### src/shared/stoc_consts.svh
// Timing counts, offsets, field positions and reset values of the stepper translator block
`ifndef STOC_CONSTS_SVH
`define STOC_CONSTS_SVH

`define STOC_CLK_MHZ        100
`define STOC_OFF_TIME_US    30
`define STOC_OFF_CYCLES     (`STOC_OFF_TIME_US * `STOC_CLK_MHZ)
`define STOC_TIMER_W        16
`define STOC_FAST_NUM       5
`define STOC_FAST_SHIFT     4
`define STOC_FAST_ROUND     8
`define STOC_HOME_INDEX     3'h1
`define STOC_LVL_ZERO       2'h0
`define STOC_LVL_DIAG       2'h1
`define STOC_LVL_FULL       2'h2
`define STOC_ADDR_W         8
`define STOC_ADDR_CONTROL   8'h00
`define STOC_ADDR_STATUS    8'h04
`define STOC_CTRL_SOFT_OFF  16
`define STOC_ST_POS_LSB     0
`define STOC_ST_MIXED_LSB   3
`define STOC_ST_SYNC_LSB    5
`define STOC_ST_ALLOW       7
`define STOC_ST_HOT         8
`define STOC_ST_PUMP        9
`define STOC_ST_LOCK        10

`endif

### src/shared/stoc_pkg.sv
// Types shared by the stepper translator and output control files
package stoc_pkg;

  typedef struct packed {
    logic src_a;
    logic snk_a;
    logic src_b;
    logic snk_b;
  } stoc_gates_t;

  typedef struct packed {
    logic       neg;
    logic [1:0] level;
  } stoc_phase_t;

  typedef struct packed {
    logic step;
    logic dir;
    logic half;
  } stoc_cmd_t;

  typedef enum logic [1:0] {
    STOC_DRIVE,
    STOC_FAST,
    STOC_SLOW
  } stoc_chop_t;

endpackage

### src/verilog/stoc_translator.sv
// Step translator: phase table index, home position and per-phase decay selection
`timescale 1ns/1ps
`default_nettype none
`include "stoc_consts.svh"

module stoc_translator
  import stoc_pkg::*;
(
  // Clock and reset
  input  wire logic        clk,
  input  wire logic        rst,
  // Control
  input  wire logic        home,
  input  wire stoc_cmd_t   cmd,
  // Translator state
  output logic [2:0]       index,
  output stoc_phase_t      phase1,
  output stoc_phase_t      phase2,
  output logic [1:0]       mixed
);

  // Phase 1 current for a table index; phase 2 lags it by two positions
  function automatic stoc_phase_t phase_of(input logic [2:0] i);
    phase_of.neg   = (i == 3'h3) || (i == 3'h4) || (i == 3'h5);
    phase_of.level = (i == 3'h0 || i == 3'h4) ? `STOC_LVL_FULL :
                     (i == 3'h2 || i == 3'h6) ? `STOC_LVL_ZERO : `STOC_LVL_DIAG;
  endfunction

  logic        step_d;
  logic [2:0]  delta;
  logic [2:0]  next_index;
  logic        rise;
  stoc_phase_t new1;
  stoc_phase_t new2;

  assign rise       = cmd.step & ~step_d;
  assign delta      = (cmd.half || !index[0]) ? 3'h1 : 3'h2;
  assign next_index = cmd.dir ? index + delta : index - delta;
  assign new1       = phase_of(next_index);
  assign new2       = phase_of(next_index - 3'h2);
  assign phase1     = phase_of(index);
  assign phase2     = phase_of(index - 3'h2);

  always_ff @(posedge clk or posedge rst) begin
    if (rst) begin
      step_d <= 1'b0;
      index  <= `STOC_HOME_INDEX;
      mixed  <= 2'h3;
    end else begin
      step_d <= cmd.step;
      if (home) begin
        index <= `STOC_HOME_INDEX;
        mixed <= 2'h3;
      end else if (rise) begin
        index    <= next_index;
        mixed[0] <= new1.level < phase1.level;
        mixed[1] <= new2.level < phase2.level;
      end
    end
  end

endmodule
`default_nettype wire

### src/verilog/stoc_decay_timer.sv
// Fixed off-time timer for one bridge with fast then slow decay and rectifier control
`timescale 1ns/1ps
`default_nettype none
`include "stoc_consts.svh"

module stoc_decay_timer
  import stoc_pkg::*;
#(
  parameter int TW = `STOC_TIMER_W
)(
  // Clock and reset
  input  wire logic          clk,
  input  wire logic          rst,
  // Control
  input  wire logic          clear,
  input  wire logic          trip,
  input  wire logic          zero,
  input  wire logic          mixed,
  input  wire logic [TW-1:0] off_len,
  // Decay state
  output stoc_chop_t         chop,
  output logic               sync_on
);

  logic [TW-1:0] cnt;
  logic [TW+2:0] scaled;
  logic [TW-1:0] fast_len;
  logic [TW-1:0] last;

  // Fast share is five sixteenths of the off-time, rounded
  assign scaled   = (TW+3)'({3'h0, off_len} * `STOC_FAST_NUM + `STOC_FAST_ROUND);
  assign fast_len = TW'(scaled >> `STOC_FAST_SHIFT);
  assign last     = (off_len == '0) ? '0 : off_len - 1'b1;

  always_ff @(posedge clk or posedge rst) begin
    if (rst) begin
      chop    <= STOC_DRIVE;
      cnt     <= '0;
      sync_on <= 1'b1;
    end else if (clear) begin
      chop    <= STOC_DRIVE;
      cnt     <= '0;
      sync_on <= 1'b1;
    end else begin
      unique case (chop)
        STOC_DRIVE: begin
          cnt     <= '0;
          sync_on <= 1'b1;
          if (trip) begin
            chop <= (mixed && fast_len != '0) ? STOC_FAST : STOC_SLOW;
          end
        end
        STOC_FAST, STOC_SLOW: begin
          cnt <= cnt + 1'b1;
          if (zero) begin
            sync_on <= 1'b0;
          end
          if (cnt == last) begin
            chop <= STOC_DRIVE;
          end else if (chop == STOC_FAST && cnt == fast_len - 1'b1) begin
            chop <= STOC_SLOW;
          end
        end
      endcase
    end
  end

endmodule
`default_nettype wire

### src/verilog/stoc_top.sv
// Stepper translator and bridge output control with a Wishbone register slave
//
// What this block does
// - Output-disable input high forces every bridge gate off; low lets control drive.
// - Step, direction, resolution inputs and translator keep working whatever the disable level.
// - Overtemperature or pump rail undervoltage holds all gates off until the fault clears.
// - Supply lockout holds all gates off and returns the translator to home.
// - Mixed decay runs fast decay for 31.25 percent of off-time, then slow.
// - During off-time the transistors matching the decay mode conduct, not body diodes.
// - Zero current seen during decay turns synchronous rectification off for that off-time.
// - Home is the 45 degree position, both phases at 70.71 percent, positive.
// - Eight half-step positions; full-step uses diagonals; direction high counts upward.
// - Each rising edge on the step input advances exactly one increment.
// - Resolution select low means full-step, high means half-step.
// - Direction low is clockwise, high counterclockwise, taken at the next step edge.
// - Per phase, lower new level selects mixed decay, higher or equal slow.
//
// The address map and the Wishbone slave port are this design's own decisions.
`timescale 1ns/1ps
`default_nettype none
`include "stoc_consts.svh"

module stoc_top
  import stoc_pkg::*;
#(
  parameter int OFF_CYCLES = `STOC_OFF_CYCLES,
  parameter int TW         = `STOC_TIMER_W
)(
  // Clock and reset
  input  wire logic                    MCLK,
  input  wire logic                    RESET,
  // Wishbone slave
  input  wire logic                    WB_CYC_I,
  input  wire logic                    WB_STB_I,
  input  wire logic                    WB_WE_I,
  input  wire logic [`STOC_ADDR_W-1:0] WB_ADR_I,
  input  wire logic [3:0]              WB_SEL_I,
  input  wire logic [31:0]             WB_DAT_I,
  output logic      [31:0]             WB_DAT_O,
  output logic                         WB_ACK_O,
  // Step interface
  input  wire logic                    STEP,
  input  wire logic                    DIR,
  input  wire logic                    RESOLUTION_SELECT,
  input  wire logic                    OUT_DISABLE,
  input  wire logic                    TRANSLATOR_RESET_N,
  // Protection
  input  wire logic                    OVER_TEMP,
  input  wire logic                    PUMP_RAIL_LOW,
  input  wire logic                    SUPPLY_LOCKOUT,
  // Current sense
  input  wire logic [1:0]              TRIP,
  input  wire logic [1:0]              ZERO_CURRENT,
  // Bridge drive
  output stoc_gates_t                  GATE_1,
  output stoc_gates_t                  GATE_2,
  output stoc_phase_t                  LEVEL_1,
  output stoc_phase_t                  LEVEL_2,
  output logic [1:0]                   DECAY_MIXED,
  output logic [2:0]                   POSITION
);

  // ****************************************************************
  // Register slave
  // ****************************************************************
  logic [31:0]   control;
  logic [31:0]   status;
  logic [31:0]   next_control;
  logic          ack;
  logic [31:0]   rdata;
  wire           wb_req     = WB_CYC_I & WB_STB_I & ~ack;
  wire           hit_ctrl   = WB_ADR_I == `STOC_ADDR_CONTROL;
  wire           hit_stat   = WB_ADR_I == `STOC_ADDR_STATUS;
  wire           wr_ctrl    = wb_req & WB_WE_I & hit_ctrl;
  wire [TW-1:0]  off_len    = control[TW-1:0];
  wire           soft_off   = control[`STOC_CTRL_SOFT_OFF];
  // Writable bits: the off-time field and the soft disable
  wire [31:0]    ctrl_mask  = (32'h00000001 << `STOC_CTRL_SOFT_OFF)
                              | ((32'h00000001 << TW) - 32'h00000001);

  genvar gl;
  generate
    for (gl = 0; gl < 4; gl++) begin : g_lane
      assign next_control[gl*8 +: 8] = WB_SEL_I[gl] ? WB_DAT_I[gl*8 +: 8] : control[gl*8 +: 8];
    end
  endgenerate

  assign rdata = hit_ctrl ? control : hit_stat ? status : 32'h00000000;

  always_ff @(posedge MCLK or posedge RESET) begin
    if (RESET) begin
      control  <= 32'(OFF_CYCLES);
      ack      <= 1'b0;
      WB_DAT_O <= 32'h00000000;
    end else begin
      ack <= wb_req;
      if (wr_ctrl) begin
        control <= next_control & ctrl_mask;
      end
      if (wb_req && !WB_WE_I) begin
        WB_DAT_O <= rdata;
      end
    end
  end

  assign WB_ACK_O = ack;

  // ****************************************************************
  // Translator
  // ****************************************************************
  stoc_cmd_t   cmd;
  stoc_phase_t phase [2];
  logic [2:0]  index;
  logic [1:0]  mixed;
  wire         home = SUPPLY_LOCKOUT | ~TRANSLATOR_RESET_N;

  assign cmd.step = STEP;
  assign cmd.dir  = DIR;
  assign cmd.half = RESOLUTION_SELECT;

  stoc_translator u_translator (
    .clk    (MCLK),
    .rst    (RESET),
    .home   (home),
    .cmd    (cmd),
    .index  (index),
    .phase1 (phase[0]),
    .phase2 (phase[1]),
    .mixed  (mixed)
  );

  // ****************************************************************
  // Output permission
  // ****************************************************************
  // Faults gate the bridge live, so outputs return on the first clock edge after the fault clears
  wire allow = ~(OUT_DISABLE | soft_off | home
                 | OVER_TEMP | PUMP_RAIL_LOW);

  // ****************************************************************
  // Per-bridge chopping and gate mapping
  // ****************************************************************
  stoc_chop_t  chop [2];
  logic [1:0]  sync_on;
  stoc_gates_t raw [2];
  stoc_gates_t gate_q [2];

  genvar gp;
  generate
    for (gp = 0; gp < 2; gp++) begin : g_bridge
      wire pos  = ~phase[gp].neg;
      wire live = phase[gp].level != `STOC_LVL_ZERO;

      stoc_decay_timer #(
        .TW (TW)
      ) u_timer (
        .clk     (MCLK),
        .rst     (RESET),
        .clear   (home),
        .trip    (TRIP[gp]),
        .zero    (ZERO_CURRENT[gp]),
        .mixed   (mixed[gp]),
        .off_len (off_len),
        .chop    (chop[gp]),
        .sync_on (sync_on[gp])
      );

      // Drive: diagonal pair; fast: reverse diagonal; slow: both sinks
      wire drv  = live && chop[gp] == STOC_DRIVE;
      wire fast = live && chop[gp] == STOC_FAST && sync_on[gp];
      wire slow = live && chop[gp] == STOC_SLOW;
      assign raw[gp].src_a = (drv & pos) | (fast & ~pos);
      assign raw[gp].snk_b = (drv & pos) | (fast & ~pos)
                             | (slow & (pos | sync_on[gp]));
      assign raw[gp].src_b = (drv & ~pos) | (fast & pos);
      assign raw[gp].snk_a = (drv & ~pos) | (fast & pos)
                             | (slow & (~pos | sync_on[gp]));

      always_ff @(posedge MCLK or posedge RESET) begin
        if (RESET) begin
          gate_q[gp] <= 4'h0;
        end else begin
          gate_q[gp] <= allow ? raw[gp] : 4'h0;
        end
      end
    end
  endgenerate

  // ****************************************************************
  // Status and outputs
  // ****************************************************************
  always_comb begin
    status                                   = 32'h00000000;
    status[`STOC_ST_POS_LSB +: 3]            = index;
    status[`STOC_ST_MIXED_LSB +: 2]          = mixed;
    status[`STOC_ST_SYNC_LSB +: 2]           = sync_on;
    status[`STOC_ST_ALLOW]                   = allow;
    status[`STOC_ST_HOT]                     = OVER_TEMP;
    status[`STOC_ST_PUMP]                    = PUMP_RAIL_LOW;
    status[`STOC_ST_LOCK]                    = SUPPLY_LOCKOUT;
  end

  assign GATE_1      = gate_q[0];
  assign GATE_2      = gate_q[1];
  assign LEVEL_1     = phase[0];
  assign LEVEL_2     = phase[1];
  assign DECAY_MIXED = mixed;
  assign POSITION    = index;

endmodule
`default_nettype wire

### config.mk
export PLATFORM = sky130hd
export DESIGN_NAME = stoc_top
export DESIGN_NICKNAME = d
export VERILOG_FILES = /design/src/shared/stoc_pkg.sv /design/src/verilog/stoc_translator.sv /design/src/verilog/stoc_decay_timer.sv /design/src/verilog/stoc_top.sv
export VERILOG_INCLUDE_DIRS = /design/src /design/src/shared
export SDC_FILE = /design/constraint.sdc
export NUM_CORES = 1
export LEC_CHECK = 0
export ABC_AREA = 1
export BUFFER_PORTS_ARGS = -buffer_cell sky130_fd_sc_hd__clkbuf_2
export CORE_MARGIN = 2
export CORE_UTILIZATION = 45
export DETAILED_ROUTE_END_ITERATION = 10
export PLACE_DENSITY = 0.72
export SYNTH_ARGS = -nofsm -noshare
export SYNTH_HDL_FRONTEND = slang
export SYNTH_SLANG_ARGS = --single-unit
### constraint.sdc
create_clock -name MCLK -period 5.7 [get_ports MCLK]
set_input_delay 0.57 -clock MCLK [delete_from_list [all_inputs] [get_ports MCLK]]
set_output_delay 0.57 -clock MCLK [all_outputs]
set_load 0.01 [all_outputs]
-- Word level (Yosys, flattened, before mapping)
Cells that the tools add are included.
Widths: inputs -> output; s select.
- equal/unequal tests: 31
- multiplexer cells: 41
- add/subtract/negate cells: 9
- bitwise logic cells: 40
- reductions and logical operators: 47
- magnitude comparators: 2
- multiply operators: 1
- operators with widths (cell ; number):
    $eq 16x16->1 ; 4
    $pmux 16 s2 ; 2
    $mux 16 ; 3
    $mux 2 ; 17
    $add 16x1->16 const B ; 2
    $eq 3x3->1 const B ; 10
    $add 19x4->19 const B ; 1
    $mul 16x3->19 const B ; 1
    $eq 3x2->1 const B ; 6
    $and 1x1->1 ; 17
    $mux 17 ; 1
    $or 1x1->1 ; 17
    $logic_not 16->1 ; 1
    $reduce_bool 16->1 ; 1
    $sub 15x1->16 const B ; 1
    $sub 16x1->16 const B ; 1
    $logic_and 1x1->1 ; 13
    $logic_or 1x1->1 ; 13
    $logic_not 3->1 ; 4
    $ne 3x3->1 const B ; 4
    $mux 11 ; 1
    $reduce_and 2->1 ; 5
    $mux 3 ; 3
    $eq 8x3->1 const B ; 1
    17 further kinds ; 42
- register bits after elaboration: 102
- input bits: 61
- logic and storage cells: 193
- output and inout bits: 52

-- Logic depth before layout (Yosys ltp)
- word-level depth: 13
- depth in mapped cells: 30
- depth with buffers taken out: 30

-- Cells and area by module
A second synthesis with hierarchy kept.
- cell total of the unflattened synthesis: 1609
- area, all modules: 10122.2 µm²
- by module, submodules not included (module ; sequential area each (µm²) ; instances ; cells an instance ; area an instance (µm²)):
    stoc_decay_timer ; 476.7 ; 2 ; 637 ; 3703.6
    stoc_top ; 1084.8 ; 1 ; 277 ; 2274.7
    stoc_translator ; 153.9 ; 1 ; 58 ; 440.4

-- Worst setup path after synthesis
No wires, ideal clock.
- kind: register to register
- start point: register control[4]
- end point: register g_bridge[1].u_timer.chop[0]
- path slack: 2254 ps
- clock period less this slack: 3446 ps
- path buffers: 0
- setup time: 117 ps
- data arrival time: 3329 ps
- required time: 5583 ps
- cell stages (with the launch flop): 23
- cells stage by stage: dfstp_2 > ha_1 > ha_1 > ha_1 > inv_1 > fa_1 > ha_1 > inv_1 > a21oi_1 > nand3_1 > nor2_2 > nand3_2 > nor2_2 > nand2_1 > nand2_1 > nand2_1 > xor2_1 > nor2_1 > nand3_1 > nand2_1 > nand2_1 > nand2_1 > nand2_1
- cells in the longest elaborated chain, start to end: 8
- elaborated cells on any way between the ends: 18
- those cells by class: add/sub (3); mul (1); eq/ne (3); mux (6); reduce/logical (5)
- RTL lines (what ; RTL line ; text):
    start, declared ; stoc_top.sv:66 ; logic [31:0] control;
    start signal, assigned ; stoc_top.sv:92 ; control <= 32'(OFF_CYCLES);
    start signal, assigned ; stoc_top.sv:98 ; control <= next_control & ctrl_mask;
    branches (longest 8 deep; another with $mul 16x3->19) ; n/a ;
    end signal, assigned ; stoc_decay_timer.sv:50 ; chop <= (mixed && fast_len != '0) ? STOC_FAST : STOC_SLOW;
    end, declared ; stoc_decay_timer.sv:21 ; output stoc_chop_t chop,
Several ways; the timed one is not identified. The select of a mux whose other input is x is not followed.
A chain may end at the register's enable or synchronous reset.

-- Worst setup path in the final report
- start point: register control[4]
- end point: register g_bridge[1].u_timer.chop[1]
Same word-level chain as after synthesis.

==> results.md <==
- Outcome: finished, final reports clean
- Power Dens Cells: 221 nW/um^2
- Yosys warnings: 0
- # resized after CTS: 0
- Mean Syn Cell Area: between 6 and 7 um^2
- Syn-to-layout area delta: 12.0%
- Cell Area, Placed: approximately 7600 um^2
- Fin. Hold Viols: 0
- CP Data Arrival Time: between 4 and 5 ns
- CTS max path bufs: 2
- MaxCap Viol Count: 0
- GRT Resource Usage Total: 0.223
- Sw frac: 0.366
- Max VDD drop: between 0.1 and 0.15 mV
- Root Driver: clkbuf_16
- Reg2reg start: control[4]
- Vias per cell: a little over 5
- CTS buffer count: 9
- Seq/Total Area, Yosys: 0.311
- Clock power frac: 0.338
- Post-synthesis cell count: 1026
- Hpwl dp: about 14000 um
- Synth top area cells: dfrtp_1 (27%), nand2_1 (13%), ha_1 (9.2%)
- Clock sink count: just under 90
- Yosys cell types: 42
- Hold Crit Class: primary input to asynchronous set/reset pin
- Fraction of layout cells with a size suffix above 1: 0.123
- First-pass GRT wire length: a little under 30000 um
- Hold_ws: around 0.25 ns
- Setup Viol. Count Final: 0
- Global route total overflow: 0
- Ys async rst share: 1.00
- Sw power: between 0.0006 and 0.0007 W
- Die area: about 17000 um^2
- CP endpoint kind: flip-flop
- Worst slew pin tran: slightly above 1 ns
- Yosys reg bits: between 80 and 90
- Synth area leader: dfrtp_1
- Comb power frac: 0.296
- Initial DRC count: around 500
- Largest net degree at the start of global routing: 49
- Highest Clock Rate: between 200 and 250 MHz
- LEAKAGE: ~4.1 nW
- Top cell type's share of synthesized area: 0.266
- Slew HR: 0.317
- Unrepaired setup endpoints after global routing: false
- Clk_skew: between 0.009 and 0.01 ns
- DRT Pass-1 Iters: 7
- I/O pin count: between 100 and 150
- Top cells by count, synth: nand2_1 (249), inv_1 (155), nor2_1 (127)
- I/O Buffers: just over 80
- Die width: about 130 um
- Via count: around 6700
- Period utilisation layout: 0.715
- Worst R2R Path Depth: 21
- Internal Pwr Total: 0.00110 W
- Post-Syn Area: around 7000 um^2
- Fin crit period: 4.08 ns
- Post-DRT Antenna Nets: 0
- Worst-Skew Late Latency: around 0.36 ns
- Flop pwr share: 0.366
- Predominant post-synthesis flop cell: dfrtp_1
- Die height: about 130 um
- # rows: 45
- Nets: 1219
- Max Slew Vio Count: 0
- Clock Pin Slew Worst Setup and Hold Paths: roughly 0.070 ns
- Total Neg Setup Slack: 0 ns
- Antenna cells: 0
- Avg WL per Cell: between 10 and 15 um
- Setup Fix Bufs, Post-CTS: 0
- RePlAce Congestion: 0.890
- Fin area: just under 8000 um^2
- Most common cell in the netlist: nand2_1
- Initial antenna violation count: 0
- Startpoint class of the critical path: flip-flop
- Number of flops mapped to enable cells by yosys: 0
- Htree depth: 3
- Vias in the first global route: ~6400
- Crit Path Max Fanout: 4
- Hold buffer count at CTS: 0
- Core Box Area: approximately 15000 um^2
- Critical Path RT: just under 6 ns
- Worst r2r dst: g_bridge[1].u_timer.chop[1]
- CP Class: flip-flop to flip-flop
- Drt total wl: between 15000 and 20000 um
- Drt drc: 0
- FF-to-FF setup slack: ~1.6 ns
- Pwr Total: 0.00174 W
- Starting Density: 0.462
- CTS tree: built
through the flow:
| step | setup WS (ns) | cells | utilization |
|---|---|---|---|
| after floorplan | 2.25 | 1040 | - |
| after global placement | 1.65 | 1304 | 0.498 |
| after detailed placement | 1.61 | 1304 | 0.498 |
| after CTS | 1.59 | 1320 | 0.517 |
| after global routing | 1.30 | 1320 | 0.517 |
| final | 1.62 | 1320 | 0.517 |
critical path, cell delays in order, from the launching register on:
cell and delay [ns]:
dfstp_2 0.56, ha_1 0.24, ha_1 0.28, ha_1 0.23, inv_1 0.08, fa_1 0.50, ha_1 0.14, inv_1 0.05
a21oi_1 0.17, nand3_1 0.17, nor2_2 0.21, nand3_2 0.13, nor2_2 0.14, nand3_1 0.23, nand2_1 0.19, xor2_1 0.08
nor2_1 0.09, nand3_1 0.15, nand2_1 0.15, nand2_1 0.08, nand2_1 0.06, nand2_1 0.04
state kept, by name, summed over array words and instances (netlist names):
| name | cells |
|---|---|
| g_bridge.u_timer.sync_on | 2 |
| WB_ACK_O | 1 |
| u_translator.step_d | 1 |
| u_translator.mixed | 2 |
| WB_DAT_O | 17 |
| u_translator.index | 3 |
| g_bridge.u_timer.cnt | 32 |
| control | 17 |
| GATE_2 | 4 |
| g_bridge.u_timer.chop | 4 |
| GATE_1 | 4 |
metal layers:
layer / global-route usage / part of all wire
met1: 0.299 / 0.45
met2: 0.368 / 0.46
met3: 0.0318 / 0.065
met4: 0.0838 / 0.024
met5: 0 / 0
layout make-up:
type / count / area (um^2)
fillers: 1496 / 7370
repair buffers: 82 / 413
clock inverters: 7 / 61.3
well taps: 211 / 264
multi-input cells: 768 / 4150
clock buffers: 9 / 225
inverters: 156 / 587
flip-flops and latches: 87 / 2190
power groups by stage:
stage               sequential, W  combinational, W  clock (W)
CTS                      0.000638          0.000514   0.000596
global placement         0.000649          0.000506          0
detailed placement       0.000650          0.000512          0
global route             0.000639          0.000597   0.000616
finish                   0.000638          0.000515   0.000588
floorplan                0.000647          0.000409          0
cells in the final DEF (no fill, tap or decap), types with 2 or more instances in the layout:
| cell type | instances |
|---|---|
| nor2_1 | 127 |
| nand2_2 | 4 |
| a31oi_1 | 4 |
| nor3_1 | 17 |
| ha_1 | 52 |
| o221ai_1 | 12 |
| nand3b_1 | 3 |
| inv_8 | 2 |
| nand3_2 | 7 |
| inv_1 | 154 |
| a21oi_1 | 50 |
| fa_1 | 2 |
| nand4_1 | 13 |
| inv_6 | 3 |
| xor2_1 | 45 |
| clkbuf_2 | 81 |
| nor3_2 | 4 |
| nor4_1 | 8 |
| clkinv_2 | 2 |
| clkbuf_16 | 9 |
| o21ai_0 | 49 |
| dfrtp_1 | 75 |
| dfstp_2 | 12 |
| conb_1 | 15 |
| nor2_2 | 5 |
| o22ai_1 | 2 |
| nand3_1 | 85 |
| nand2_1 | 249 |
worst max-delay path by stage:
| stage | from | to | slack, ns |
|---|---|---|---|
| CTS | control[4] | g_bridge[1].u_timer.chop[1] | 1.59 |
| global placement | control[4] | g_bridge[1].u_timer.chop[1] | 1.65 |
| detailed placement | control[4] | g_bridge[1].u_timer.chop[1] | 1.61 |
| floorplan | control[4] | g_bridge[1].u_timer.chop[0] | 2.25 |
| finish | control[4] | g_bridge[1].u_timer.chop[1] | 1.62 |
| global route | control[4] | g_bridge[0].u_timer.chop[1] | 1.30 |
logic make-up (layout without fill, tap and decap cells):
group,after synthesis,in the layout,synth area share
other,1,15,0.000532
flip-flops,87,87,0.311
AND/OR/NAND/NOR,527,527,0.325
AO/OA/AOI/OAI,126,126,0.101
buffers and inverters,185,254,0.108
XOR/XNOR,46,46,0.0572
adder cells (fa/ha/maj),54,54,0.0980
No activity file was read; power rests on OpenSTA's default activity.
